`config.mk`:
```
export PLATFORM = sky130hd
export DESIGN_NAME = gms_mode_seq
export DESIGN_NICKNAME = d
export VERILOG_FILES = /design/src/hdl/gms_mode_seq.v /design/src/hdl/gms_pin_sync.v
export VERILOG_INCLUDE_DIRS = /design/src /design/src/hdl
export SDC_FILE = /design/constraint.sdc
export NUM_CORES = 1
export LEC_CHECK = 0
export ABC_AREA = 1
export BUFFER_PORTS_ARGS = -buffer_cell sky130_fd_sc_hd__buf_2
export CAP_MARGIN = 40
export CELL_PAD_IN_SITES_DETAIL_PLACEMENT = 1
export CELL_PAD_IN_SITES_GLOBAL_PLACEMENT = 1
export CORE_UTILIZATION = 43
export DETAILED_ROUTE_END_ITERATION = 10
export PLACE_DENSITY_LB_ADDON = 0.1
export SLEW_MARGIN = 20
export SYNTH_ARGS = -nofsm -noshare
export SYNTH_HDL_FRONTEND = slang
export SYNTH_SLANG_ARGS = --single-unit
```
`constraint.sdc`:
```
create_clock -name ref_clk -period 2.9 [get_ports ref_clk]
set_input_delay 0.58 -clock ref_clk [delete_from_list [all_inputs] [get_ports ref_clk]]
set_output_delay 0.58 -clock ref_clk [all_outputs]
set_load 0.01 [all_outputs]
```
`src/hdl/gms_timing_map.vh`:
```
// Constants for the generator-set mode sequencer
// Summary of operation
// - Entering stop/reset clears every latched alarm whose cause is gone and keeps the rest.
// - Selecting stop/reset while the engine runs drops the load-switch close output.
// - In stop/reset the generator stays at rest and no run command is issued.
// - In manual mode a start press starts the generator and runs it off load.
// - In manual mode a transfer press requests synchronising and closes the switch only when in sync.
// - In manual mode an open press first ramps the load off, then opens the switch.
// - Digital inputs perform the same transfer and open functions as the buttons.
// - In manual mode, off load and running, the on-load input triggers synchronising and closing.
// - Dropping the on-load input does not open the switch; only an open press, stop/reset or auto ends it.
// - In auto mode any start request, including link requests, starts the set.
// - In auto mode, once the generator is available, sync is requested and the switch closes.
// - In auto mode withdrawal of the request runs a return delay, then ramp-off, then opening.
// - After coming off load in auto mode the engine cools for a set time, then stops.
`ifndef GMS_TIMING_MAP_VH
`define GMS_TIMING_MAP_VH
`define GMS_CLK_MHZ        250
`define GMS_RETURN_DLY_MS  30000
`define GMS_COOL_DLY_MS    60000
`define GMS_DBNC_US        20
`define GMS_TICK_DIV       250
`define GMS_SUB_PER_MS     4
`define GMS_CNT_W          32
`define GMS_ALARM_W        8
`define GMS_NUM_REQ        4
// Register offsets
`define GMS_REG_CTRL       4'h0
`define GMS_REG_STATUS     4'h1
`define GMS_REG_IRQ_STAT   4'h2
`define GMS_REG_IRQ_MASK   4'h3
`define GMS_REG_ALARM      4'h4
`define GMS_REG_RET_DLY    4'h5
`define GMS_REG_COOL_DLY   4'h6
// Irq bits
`define GMS_IRQ_W          4
`define GMS_IRQ_CLOSED     0
`define GMS_IRQ_OPENED     1
`define GMS_IRQ_STOPPED    2
`define GMS_IRQ_MODE       3
`endif

```
`src/hdl/gms_mode_seq.v`:
```
// Generator-set mode sequencer top level
`timescale 1ns/1ps
`default_nettype none
`include "gms_timing_map.vh"
module gms_mode_seq #(
    parameter NUM_REQ  = `GMS_NUM_REQ,
    parameter ALARM_W  = `GMS_ALARM_W,
    parameter RET_MS   = `GMS_RETURN_DLY_MS,
    parameter COOL_MS  = `GMS_COOL_DLY_MS,
    parameter TICK_DIV = `GMS_TICK_DIV
) (
    // Clock and reset
    input  wire               ref_clk,
    input  wire               rst,
    // Front-panel buttons and digital inputs
    input  wire               btn_stop,
    input  wire               btn_manual,
    input  wire               btn_auto,
    input  wire               btn_start,
    input  wire               btn_transfer,
    input  wire               btn_open,
    input  wire               din_transfer,
    input  wire               din_open,
    input  wire               din_on_load,
    // Start requests, local and multiset_comms_link
    input  wire [NUM_REQ-1:0] start_req,
    input  wire               multiset_comms_link_req,
    // Engine and external functions
    input  wire               engine_running,
    input  wire               gen_available,
    input  wire               in_sync,
    input  wire               ramp_done,
    input  wire [ALARM_W-1:0] alarm_cond,
    // Outputs to plant
    output reg                run_cmd_ff,
    output reg                close_gen_ff,
    output reg                sync_req_ff,
    output reg                ramp_req_ff,
    output reg  [ALARM_W-1:0] alarm_latch_ff,
    output reg  [1:0]         mode_ff,
    // Register port
    input  wire [3:0]         reg_addr,
    input  wire [31:0]        reg_wdata,
    input  wire               reg_wr,
    input  wire               reg_rd,
    output reg  [31:0]        reg_rdata_ff,
    output wire               irq
);
    localparam [1:0] MODE_STOP = 2'b00;
    localparam [1:0] MODE_MAN  = 2'b01;
    localparam [1:0] MODE_AUTO = 2'b10;

    localparam [2:0] ST_REST   = 3'd0;
    localparam [2:0] ST_RUN    = 3'd1;
    localparam [2:0] ST_SYNC   = 3'd2;
    localparam [2:0] ST_ONLOAD = 3'd3;
    localparam [2:0] ST_RETDLY = 3'd4;
    localparam [2:0] ST_RAMP   = 3'd5;
    localparam [2:0] ST_COOL   = 3'd6;

    localparam NPIN = 9 + NUM_REQ + 1 + 4 + ALARM_W;
    localparam integer SUB_MS = `GMS_SUB_PER_MS;

    // All pin inputs through the synchroniser
    wire [NPIN-1:0] pins_raw;
    wire [NPIN-1:0] pins;
    assign pins_raw = {alarm_cond, ramp_done, in_sync, gen_available, engine_running,
                       multiset_comms_link_req, start_req, din_on_load, din_open,
                       din_transfer, btn_open, btn_transfer, btn_start, btn_auto,
                       btn_manual, btn_stop};
    gms_pin_sync #(.W(NPIN)) u_sync (
        .ref_clk  (ref_clk),
        .rst      (rst),
        .pin_in   (pins_raw),
        .level_ff (pins)
    );
    wire [ALARM_W-1:0] s_alarm = pins[NPIN-1 -: ALARM_W];
    wire s_ramp    = pins[NUM_REQ + 13];
    wire s_sync    = pins[NUM_REQ + 12];
    wire s_avail   = pins[NUM_REQ + 11];
    wire s_running = pins[NUM_REQ + 10];
    wire s_any_req = |pins[NUM_REQ + 9 : 9];
    wire s_on_load = pins[8];
    wire [7:0] s_btn = pins[7:0];

    // Rising-edge detection on buttons
    reg  [7:0] btn_prev_ff;
    wire [7:0] btn_rise = s_btn & ~btn_prev_ff;
    wire p_stop   = btn_rise[0];
    wire p_man    = btn_rise[1] & ~p_stop;
    wire p_auto   = btn_rise[2] & ~p_stop & ~btn_rise[1];
    wire p_start  = btn_rise[3];
    wire p_xfer   = btn_rise[4] | btn_rise[6];
    wire p_open   = btn_rise[5] | btn_rise[7];

    // Registers
    reg [2:0]                state_ff;
    reg [2:0]                nxt_state;
    reg [`GMS_CNT_W-1:0]     tmr_ff;
    reg [`GMS_CNT_W-1:0]     ret_ms_ff;
    reg [`GMS_CNT_W-1:0]     cool_ms_ff;
    reg [`GMS_IRQ_W-1:0]     irq_stat_ff;
    reg [`GMS_IRQ_W-1:0]     irq_mask_ff;
    reg [1:0]                nxt_mode;

    // Software mode request through control register
    wire sw_wr_ctrl = reg_wr && (reg_addr == `GMS_REG_CTRL);
    wire sw_req_stop = sw_wr_ctrl & reg_wdata[0];
    wire go_stop = p_stop | sw_req_stop;
    always @* begin
        nxt_mode = mode_ff;
        if (go_stop) begin
            nxt_mode = MODE_STOP;
        end else if (p_man) begin
            nxt_mode = MODE_MAN;
        end else if (p_auto) begin
            nxt_mode = MODE_AUTO;
        end
    end
    wire mode_chg   = nxt_mode != mode_ff;
    wire enter_stop = mode_chg && (nxt_mode == MODE_STOP);

    // High in the cycle the sequencer moves into state st
    function enters;
        input [2:0] nxt;
        input [2:0] cur;
        input [2:0] st;
        begin
            enters = (nxt == st) && (cur != st);
        end
    endfunction

    // Sequencer next state
    wire timer_done = (tmr_ff == {`GMS_CNT_W{1'b0}});
    always @* begin
        nxt_state = state_ff;
        case (state_ff)
            ST_REST: begin
                if (mode_ff == MODE_MAN && p_start) begin
                    nxt_state = ST_RUN;
                end else if (mode_ff == MODE_AUTO && s_any_req) begin
                    nxt_state = ST_RUN;
                end
            end
            ST_RUN: begin
                if (mode_ff == MODE_MAN && s_running && (p_xfer || s_on_load)) begin
                    nxt_state = ST_SYNC;
                end else if (mode_ff == MODE_AUTO && s_avail) begin
                    nxt_state = ST_SYNC;
                end
                if (mode_ff == MODE_AUTO && !s_any_req) begin
                    nxt_state = ST_COOL;
                end
            end
            ST_SYNC: begin
                if (s_sync) begin
                    nxt_state = ST_ONLOAD;
                end else if (mode_ff == MODE_AUTO && !s_any_req) begin
                    nxt_state = ST_COOL;
                end
            end
            ST_ONLOAD: begin
                // On-load input release alone never opens the switch
                if (mode_ff == MODE_MAN && p_open) begin
                    nxt_state = ST_RAMP;
                end else if (mode_ff == MODE_AUTO && !s_any_req) begin
                    nxt_state = ST_RETDLY;
                end
            end
            ST_RETDLY: begin
                // A returning request keeps the load on
                if (s_any_req) begin
                    nxt_state = ST_ONLOAD;
                end else if (timer_done) begin
                    nxt_state = ST_RAMP;
                end
            end
            ST_RAMP: begin
                if (s_ramp) begin
                    nxt_state = (mode_ff == MODE_AUTO) ? ST_COOL : ST_RUN;
                end
            end
            ST_COOL: begin
                // A new request reuses the still running engine
                if (s_any_req) begin
                    nxt_state = ST_RUN;
                end else if (timer_done) begin
                    nxt_state = ST_REST;
                end
            end
            default: nxt_state = ST_REST;
        endcase
        // Stop/reset drops load and stops; manual-to-auto re-evaluates
        if (mode_chg && nxt_mode == MODE_STOP) begin
            nxt_state = ST_REST;
        end else if (mode_chg && nxt_mode == MODE_AUTO && state_ff != ST_REST) begin
            nxt_state = ST_RUN;
        end
    end

    // Delay timers load on state entry
    wire tmr_load = enters(nxt_state, state_ff, ST_RETDLY) ||
                    enters(nxt_state, state_ff, ST_COOL);

    // Millisecond tick divider
    // Restart on each timer load so no delay runs short of its set time
    reg [15:0] div_ff;
    reg [15:0] us_ff;
    wire       ms_tick = (div_ff == TICK_DIV[15:0] - 16'h0001) &&
                         (us_ff == SUB_MS[15:0] - 16'h0001);
    always @(posedge ref_clk) begin
        if (rst || tmr_load) begin
            div_ff <= 16'h0000;
            us_ff  <= 16'h0000;
        end else if (div_ff == TICK_DIV[15:0] - 16'h0001) begin
            div_ff <= 16'h0000;
            us_ff  <= (us_ff == SUB_MS[15:0] - 16'h0001) ? 16'h0000 : us_ff + 16'h0001;
        end else begin
            div_ff <= div_ff + 16'h0001;
        end
    end

    always @(posedge ref_clk) begin
        if (rst) begin
            state_ff       <= ST_REST;
            mode_ff        <= MODE_STOP;
            tmr_ff         <= {`GMS_CNT_W{1'b0}};
            btn_prev_ff    <= 8'h00;
            run_cmd_ff     <= 1'b0;
            close_gen_ff   <= 1'b0;
            sync_req_ff    <= 1'b0;
            ramp_req_ff    <= 1'b0;
            alarm_latch_ff <= {ALARM_W{1'b0}};
        end else begin
            btn_prev_ff <= s_btn;
            mode_ff     <= nxt_mode;
            state_ff    <= nxt_state;
            if (enters(nxt_state, state_ff, ST_RETDLY)) begin
                tmr_ff <= ret_ms_ff;
            end else if (enters(nxt_state, state_ff, ST_COOL)) begin
                tmr_ff <= cool_ms_ff;
            end else if (ms_tick && !timer_done) begin
                tmr_ff <= tmr_ff - {{(`GMS_CNT_W-1){1'b0}}, 1'b1};
            end
            run_cmd_ff   <= (nxt_state != ST_REST);
            close_gen_ff <= (nxt_state == ST_ONLOAD) || (nxt_state == ST_RETDLY) ||
                            (nxt_state == ST_RAMP);
            sync_req_ff  <= (nxt_state == ST_SYNC);
            ramp_req_ff  <= (nxt_state == ST_RAMP);
            // Causes stay latched until a stop entry finds them gone
            if (enter_stop) begin
                alarm_latch_ff <= s_alarm;
            end else begin
                alarm_latch_ff <= alarm_latch_ff | s_alarm;
            end
        end
    end

    // Events for interrupt status
    wire [`GMS_IRQ_W-1:0] ev;
    assign ev[`GMS_IRQ_CLOSED]  = (nxt_state == ST_ONLOAD) && (state_ff == ST_SYNC);
    assign ev[`GMS_IRQ_OPENED]  = (state_ff == ST_RAMP) && (nxt_state != ST_RAMP);
    assign ev[`GMS_IRQ_STOPPED] = enters(nxt_state, state_ff, ST_REST);
    assign ev[`GMS_IRQ_MODE]    = mode_chg;
    assign irq = |(irq_stat_ff & irq_mask_ff);

    wire rd_stat = reg_rd && (reg_addr == `GMS_REG_IRQ_STAT);
    always @(posedge ref_clk) begin
        if (rst) begin
            irq_stat_ff  <= {`GMS_IRQ_W{1'b0}};
            irq_mask_ff  <= {`GMS_IRQ_W{1'b0}};
            ret_ms_ff    <= RET_MS;
            cool_ms_ff   <= COOL_MS;
            reg_rdata_ff <= 32'h0000_0000;
        end else begin
            // Read clears, an event in the same cycle survives
            irq_stat_ff <= (rd_stat ? {`GMS_IRQ_W{1'b0}} : irq_stat_ff) | ev;
            if (reg_wr) begin
                case (reg_addr)
                    `GMS_REG_IRQ_MASK: irq_mask_ff <= reg_wdata[`GMS_IRQ_W-1:0];
                    `GMS_REG_RET_DLY:  ret_ms_ff   <= reg_wdata;
                    `GMS_REG_COOL_DLY: cool_ms_ff  <= reg_wdata;
                    default: ;
                endcase
            end
            reg_rdata_ff <= 32'h0000_0000;
            if (reg_rd) begin
                case (reg_addr)
                    `GMS_REG_STATUS:   reg_rdata_ff <= {24'h0000_00, run_cmd_ff, close_gen_ff,
                                                        mode_ff, 1'b0, state_ff};
                    `GMS_REG_IRQ_STAT: reg_rdata_ff <= {{(32-`GMS_IRQ_W){1'b0}}, irq_stat_ff};
                    `GMS_REG_IRQ_MASK: reg_rdata_ff <= {{(32-`GMS_IRQ_W){1'b0}}, irq_mask_ff};
                    `GMS_REG_ALARM:    reg_rdata_ff <= {{(32-ALARM_W){1'b0}}, alarm_latch_ff};
                    `GMS_REG_RET_DLY:  reg_rdata_ff <= ret_ms_ff;
                    `GMS_REG_COOL_DLY: reg_rdata_ff <= cool_ms_ff;
                    default:           reg_rdata_ff <= 32'h0000_0000;
                endcase
            end
        end
    end
endmodule
`default_nettype wire

```
`src/hdl/gms_pin_sync.v`:
```
// Three-stage input synchroniser with agreement on last two stages
`timescale 1ns/1ps
`default_nettype none
module gms_pin_sync #(
    parameter W = 1
) (
    // Clock and reset
    input  wire         ref_clk,
    input  wire         rst,
    // Pins
    input  wire [W-1:0] pin_in,
    // Synchronised level
    output reg  [W-1:0] level_ff
);
    reg [W-1:0] s1_ff;
    reg [W-1:0] s2_ff;
    reg [W-1:0] s3_ff;
    integer i;
    always @(posedge ref_clk) begin
        if (rst) begin
            s1_ff    <= {W{1'b0}};
            s2_ff    <= {W{1'b0}};
            s3_ff    <= {W{1'b0}};
            level_ff <= {W{1'b0}};
        end else begin
            s1_ff <= pin_in;
            s2_ff <= s1_ff;
            s3_ff <= s2_ff;
            for (i = 0; i < W; i = i + 1) begin
                if (s2_ff[i] == s3_ff[i]) begin
                    level_ff[i] <= s3_ff[i];
                end
            end
        end
    end
endmodule
`default_nettype wire

```
-- Word-level counts from Yosys, hierarchy flattened
Cells that the tools add are included.
- equal/unequal tests: 52
- reduce and logical (&&, ||, !) cells: 41
- $lt $le $gt $ge: 0
- bitwise operators: 15
- $mul: 0
- add/subtract/negate cells: 3
- div/mod/pow operators: 0
- mux-type cells: 28
- shifts and indexed selects: 0
- operator list (cell ; count):
    $pmux 32 s6 ; 1
    $mux 32 ; 3
    $mux 3 ; 17
    $add 16x1->16 const B ; 2
    $logic_not 32->1 ; 1
    $sub 32x1->32 const B ; 1
    $eq 1x1->1 ; 26
    $pmux 3 s7 ; 1
    $logic_and 1x1->1 ; 19
    $eq 3x3->1 const B ; 6
    $eq 16x2->1 const B ; 1
    $eq 16x8->1 const B ; 1
    $mux 16 ; 1
    $eq 3x2->1 const B ; 4
    $eq 4x3->1 const B ; 3
    $ne 3x3->1 const B ; 3
    $reduce_bool 3->1 ; 3
    $and 8x8->8 ; 1
    $eq 4x2->1 const B ; 2
    $mux 8 ; 1
    $not 8->8 ; 1
    $or 8x8->8 ; 1
    $logic_not 3->1 ; 2
    $mux 2 ; 3
    other kinds (19) ; 35
- memory bits (read-only): 0
- memories: 0
- input port bits: 66
- RAM bits: 0
- latch bits: 0
- word-level logic and storage cells: 184
- bits in registers: 297
- output and inout bits: 47

-- Depth between registers and ports, before layout
- depth in word-level cells: 18
- mapped depth: 21
- mapped depth without buffers: 18

-- Cells and area by module
From an unflattened synthesis, not the netlist that was laid out.
- cell total of the unflattened synthesis: 1751
- area total of the unflattened synthesis: 12684.7 sq um
- by module, submodules not included (module ; cells each ; times used ; area each (sq um) ; sequential area each (sq um)):
    gms_mode_seq ; 1401 ; 1 ; 9560.4 ; 3863.7
    gms_pin_sync ; 350 ; 1 ; 3124.2 ; 2082.0

-- Worst setup path after synthesis
OpenSTA, ideal clock, no wires.
- path type: in2reg
- start: input port reg_addr[3]
- end: register tmr_ff[31]
- arrival time: 2154 ps
- buffers on the path: 1
- stages on the path: 14
- data required time: 2783 ps
- setup time: 117 ps
- setup slack: 629 ps
- cell sequence: nor2_1 > nand3_1 > nand2_1 > o21ai_2 > inv_1 > o21bai_1 > inv_1 > nand2_2 > nand4_4 > clkbuf_1 > nand2_1 > nand2_1 > nor2_1 > nor2_1
- longest elaborated chain between the ends: 14
- elaborated cells between the ends (all ways): 20
- those cells by class: eq/ne (4); mux (5); bitwise (2); reduce/logical (9)
- RTL lines (what ; RTL line ; source):
    start: declaration ; gms_mode_seq.v:42 ; input wire [3:0] reg_addr,
    $logic_not 4->1 (no line) (*) ; -- ;
    $logic_and 1x1->1 (*) ; gms_mode_seq.v:107 ; wire sw_wr_ctrl = reg_wr && (reg_addr == `GMS_REG_CTRL);
    $and 1x1->1 (*) ; gms_mode_seq.v:108 ; wire sw_req_stop = sw_wr_ctrl & reg_wdata[0];
    $or 1x1->1 (*) ; gms_mode_seq.v:109 ; wire go_stop = p_stop | sw_req_stop;
    $mux 2 (*) ; gms_mode_seq.v:112 ; if (go_stop) begin
    $ne 2x2->1 / $eq 2x2->1 (equally long branches) ; gms_mode_seq.v:120, gms_mode_seq.v:196 ;
    $logic_and 1x1->1 (2 in series) ; gms_mode_seq.v:196 ; end else if (mode_chg && nxt_mode == MODE_AUTO && state_ff != ST_REST) begin
    $mux 3 ; gms_mode_seq.v:196 ;
    $mux 3 (*) ; gms_mode_seq.v:194 ; if (mode_chg && nxt_mode == MODE_STOP) begin
    $eq 3x3->1 ; gms_mode_seq.v:129 ; enters = (nxt == st) && (cur != st);
    $logic_and 1x1->1 ; gms_mode_seq.v:129 ;
    $mux 32 ; gms_mode_seq.v:240 ; end else if (enters(nxt_state, state_ff, ST_COOL)) begin
    $mux 32 ; gms_mode_seq.v:238 ; if (enters(nxt_state, state_ff, ST_RETDLY)) begin
    end signal: assignment ; gms_mode_seq.v:239 ; tmr_ff <= ret_ms_ff;
    end signal: assignment ; gms_mode_seq.v:241 ; tmr_ff <= cool_ms_ff;
    end signal: assignment ; gms_mode_seq.v:243 ; tmr_ff <= tmr_ff - {{(`GMS_CNT_W-1){1'b0}}, 1'b1};
    end: declaration ; gms_mode_seq.v:99 ; reg [`GMS_CNT_W-1:0] tmr_ff;
Mark *: on every way between the ends. The rest lies on a longest branch, timed or not.
A chain may end at the register's enable or synchronous reset.

-- Worst setup path after layout
- start: register tmr_ff[0]
- end: register tmr_ff[20]
- longest elaborated chain between the ends: 10
- elaborated cells between the ends (all ways): 19
- those cells by class: add/sub (1); eq/ne (2); mux (10); reduce/logical (6)
- RTL lines (what ; RTL line ; source):
    start signal: assignment ; gms_mode_seq.v:227 ; tmr_ff <= {`GMS_CNT_W{1'b0}};
    start signal: assignment ; gms_mode_seq.v:239 ;
    start signal: assignment ; gms_mode_seq.v:241 ;
    $logic_not 32->1 ; gms_mode_seq.v:134 ; wire timer_done = (tmr_ff == {`GMS_CNT_W{1'b0}});
    $mux 3, on equally long branches ; gms_mode_seq.v:187, gms_mode_seq.v:174 ;
    $mux 3, on equally long branches ; gms_mode_seq.v:185, gms_mode_seq.v:172 ;
    $pmux 3 s7 ; gms_mode_seq.v:137 ; case (state_ff)
    $mux 3 ; gms_mode_seq.v:196 ;
    $mux 3 ; gms_mode_seq.v:194 ;
    $eq 3x3->1 ; gms_mode_seq.v:129 ;
    $logic_and 1x1->1 ; gms_mode_seq.v:129 ;
    $mux 32 ; gms_mode_seq.v:240 ;
    $mux 32 ; gms_mode_seq.v:238 ;
Several ways; a longest one is shown, not always the timed one. The select of a mux whose other input is x is not followed.

==> metrics.log <==
[metrics] status: finished, final reports clean
[metrics] 1st-iter DRT viols: 534
[metrics] CTS buffer count: 34
[metrics] power per standard cell area: 616 nW/um^2
[metrics] residual antenna-violating net count after detailed routing: 0
[metrics] via count of the first global-routing pass: 11900
[metrics] Port Buf Inserts: 112
[metrics] x dimension of the die: 173 microns
[metrics] count of cells along the worst register-to-register path: 17
[metrics] predominant post-synthesis flop cell: sky130_fd_sc_hd__dfxtp_1
[metrics] Hold Buf Count CTS: 0
[metrics] number of enable-type register cells in the synthesized netlist: 0
[metrics] number of cells on the worst hold path: 3
[metrics] wire length of the first global-routing pass: 61000 microns
[metrics] starting utilization of the core area: 0.437
[metrics] net count reported at finish: 1926
[metrics] Worst slew margin: 0.440
[metrics] netlist area before placement: 12500 sq um
[metrics] combinational share of power: 0.047
[metrics] Startpoint Class: register
[metrics] Leakage: 6.62 nW
[metrics] cells after synthesis: 1748
[metrics] leading cell types in the layout, fill and taps excluded: sky130_fd_sc_hd__nor2_1, sky130_fd_sc_hd__nand2_1, sky130_fd_sc_hd__dfxtp_1
[metrics] Worst-path clk slew: 60 ps
[metrics] total global routing overflow: 0
[metrics] Std-Cell Core Area: 28600 sq um
[metrics] highest net fanout along the worst path: 18
[metrics] CP Capture Type: register
[metrics] Post-Synthesis Net Count: 1818
[metrics] final critical path time including I/O delays and setup: 2630 ps
[metrics] required time reported for the critical path endpoint: 3330 ps
[metrics] Final HPWL DP: 26400 microns
[metrics] Inserted Diodes: 0
[metrics] leading cell type in the layout, fill and taps excluded: sky130_fd_sc_hd__nor2_1
[metrics] Switching Fraction: 0.221
[metrics] Reg2Reg Setup Slack: 270 ps
[metrics] WL per Instance: 16.4 microns
[metrics] total clock sinks: 297
[metrics] Least-Margin Pin Slew: 819 ps
[metrics] final setup violation count: 0
[metrics] post-route fraction of the period consumed by the critical path: 0.908
[metrics] worst r2r src: tmr_ff[0]
[metrics] total power: 9.08 mW
[metrics] unrepaired setup endpoints after global routing: yes
[metrics] count of final max-slew check failures: 0
[metrics] via/cell ratio: 5.10
[metrics] register area share after synthesis: 0.475
[metrics] Critical Setup Path Class: register to register
[metrics] internal power: 7.08 mW
[metrics] number of H-tree levels: 2
[metrics] routed vias: 11500
[metrics] Min-Delay Endpoint: u_sync.s1_ff[25]
[metrics] hold path startpoint: alarm_cond[7]
[metrics] largest net degree at the start of global routing: 125
[metrics] cell at the root of the clock tree: sky130_fd_sc_hd__clkbuf_16
[metrics] max frequency: 380 MHz
[metrics] proportion of layout cells with a drive suffix above 1: 0.121
[metrics] FFs w/ async S/R, synth: 0
[metrics] growth of design area from synthesis to finish: 17.9%
[metrics] number of warnings printed during yosys synthesis: 0
[metrics] DRT Pass-1 Iters: 5
[metrics] CP arrival: 3070 ps
[metrics] max_cap viols: 0
[metrics] Total Routed Length: 37100 microns
[metrics] Reg power frac: 0.464
[metrics] register bit count reported by yosys: 297
[metrics] final clock skew: 23.9 ps
[metrics] Core Util, Final: 0.515
[metrics] All-Layer GR Usage: 0.252
[metrics] initial antenna violation count: 0
[metrics] Unique masters post-synth: 48
[metrics] clock network latency to the later pin of the worst-skew pair: 510 ps
[metrics] number of rows in the core area: 62
[metrics] number of top-level pins: 113
[metrics] CTS tree: done
[metrics] WHS: 277 ps
[metrics] die area: 29800 sq um
[metrics] clock network power share: 0.489
[metrics] number of hold violations in the final report: 0
[metrics] remaining routing DRC violations: 0
[metrics] critical path launch point: tmr_ff[0]
[metrics] switching power summed over all nets: 2.00 mW
[metrics] Post-Syn Area per Cell: 7.15 sq um
[metrics] class of the tightest hold or removal check: input pin to register
[metrics] VDD IR max: 447 uV
[metrics] maximum root-to-sink buffer count: 3
[metrics] global placement routability congestion: 0.865
[metrics] terminus of the critical flop-to-flop path: tmr_ff[20]
[metrics] height of the die: 173 microns
==> worst max-delay path by stage <==
stage / cells after the start / to / slack (ps)
3_5_place_dp: 13 / div_ff[2] / -110
3_3_place_gp: 13 / div_ff[3] / 20
4_1_cts: 13 / div_ff[2] / 50
6_report: 17 / tmr_ff[20] / 270
5_1_grt: 17 / tmr_ff[2] / -10
2_1_floorplan: 14 / tmr_ff[31] / 630
==> logic make-up after synthesis <==
logic type	count (synthesis)	share of synthesized area
AOI/OAI and AO/OA	256	0.111
xor gates and xnor gates	40	0.0280
adders and majority gates	4	0.00400
buffers and inverters	294	0.0933
DFF	297	0.475
and+or+nand+nor	857	0.288
==> layer usage <==
| layer | vias to the layer above | wire [microns] | global-route usage |
|---|---|---|---|
| met2 | 193 | 19000 | 0.465 |
| met1 | 5522 | 15700 | 0.294 |
| met3 | 81 | 1140 | 0.0330 |
| li1 | 5736 | - | - |
| met4 | 0 | 1270 | 0.0964 |
| met5 | - | 0 | 0 |
==> flip-flops by register name (all words and copies together) (netlist names), 2 cells and up <==
name,cells
u_sync.level_ff,26
div_ff,16
irq_stat_ff,4
ret_ms_ff,32
tmr_ff,32
irq_mask_ff,4
u_sync.s1_ff,26
btn_prev_ff,8
u_sync.s3_ff,26
mode_ff,2
u_sync.s2_ff,26
us_ff,16
cool_ms_ff,32
reg_rdata_ff,32
state_ff,3
alarm_latch_ff,8
==> layout make-up <==
class	instances	area, sq um
multi-input cells	1157	5420
well taps	384	480
repair buffers	143	903
clock inverters	9	184
inverters	223	837
flip-flops and latches	297	5950
fillers	3634	13900
clock buffers	47	970
==> critical path, cell delays in order (launching register included) <==
cell                      delay (ps)
sky130_fd_sc_hd__dfxtp_1         320
sky130_fd_sc_hd__inv_1            90
sky130_fd_sc_hd__ha_1            220
sky130_fd_sc_hd__nand2_1         140
sky130_fd_sc_hd__nor2_4          190
sky130_fd_sc_hd__nand2_1         130
sky130_fd_sc_hd__nor2_1          120
sky130_fd_sc_hd__nor2_1           40
sky130_fd_sc_hd__nor2_1          130
sky130_fd_sc_hd__nand2_1         120
sky130_fd_sc_hd__nand2_2         160
sky130_fd_sc_hd__nand2_1         130
sky130_fd_sc_hd__nor2_4          180
sky130_fd_sc_hd__buf_12          170
sky130_fd_sc_hd__nand3_1         120
sky130_fd_sc_hd__nand3_1         130
sky130_fd_sc_hd__nand2_1          60
sky130_fd_sc_hd__nor2_1           90
==> power groups by stage <==
stage	Sequential (mW)	Combinational, mW	Clock, mW
2_1_floorplan	4.28	0.266	0
3_3_place_gp	4.30	0.407	0
3_5_place_dp	4.30	0.418	0
4_1_cts	4.21	0.423	4.54
5_1_grt	4.22	0.477	4.71
6_report	4.22	0.422	4.44
==> stage by stage <==
stage          instance area (sq um)  setup WS [ps]  instances  setup TNS [ps]
2_1_floorplan                  12500            629       1748               0
3_3_place_gp                   13500           22.2       2202               0
3_5_place_dp                   13500           -114       2202            -806
4_1_cts                        14700           48.2       2258               0
5_1_grt                        14700          -14.7       2260           -24.2
6_report                       14700            266       2260               0
==> timing repair <==
| action | CTS | global route |
|---|---|---|
| gates resized for setup | 0 | 8 |
| endpoints found under the setup margin | 0 | 52 |
| buffers inserted | 0 | 2 |
==> cells in the mapped netlist (4+ instances only) <==
cell                       instances  area (sq um)
sky130_fd_sc_hd__or2_2             5          31.3
sky130_fd_sc_hd__nor3_1           21           105
sky130_fd_sc_hd__o22ai_1           9          56.3
sky130_fd_sc_hd__dfxtp_1         297          5950
sky130_fd_sc_hd__ha_1              4          50.1
sky130_fd_sc_hd__nand4_1          17           106
sky130_fd_sc_hd__nand2_1         314          1180
sky130_fd_sc_hd__o21ai_0          90           450
sky130_fd_sc_hd__xnor2_1          12           105
sky130_fd_sc_hd__buf_1             8          30.0
sky130_fd_sc_hd__nand3_1         109           546
sky130_fd_sc_hd__clkbuf_1         40           150
sky130_fd_sc_hd__nor2_1          359          1350
sky130_fd_sc_hd__buf_6             4          45.0
sky130_fd_sc_hd__inv_1           214           803
sky130_fd_sc_hd__a211oi_1         14           105
sky130_fd_sc_hd__a21oi_1         106           531
sky130_fd_sc_hd__a31oi_1           4          25.0
sky130_fd_sc_hd__nor4_1            8          50.1
sky130_fd_sc_hd__inv_2             6          22.5
sky130_fd_sc_hd__buf_4             4          30.0
sky130_fd_sc_hd__a221oi_1          6          52.6
sky130_fd_sc_hd__xor2_1           28           245
sky130_fd_sc_hd__buf_2            14          70.1
sky130_fd_sc_hd__o21ai_1          16          80.1
(Power assumes the default switching activity.)
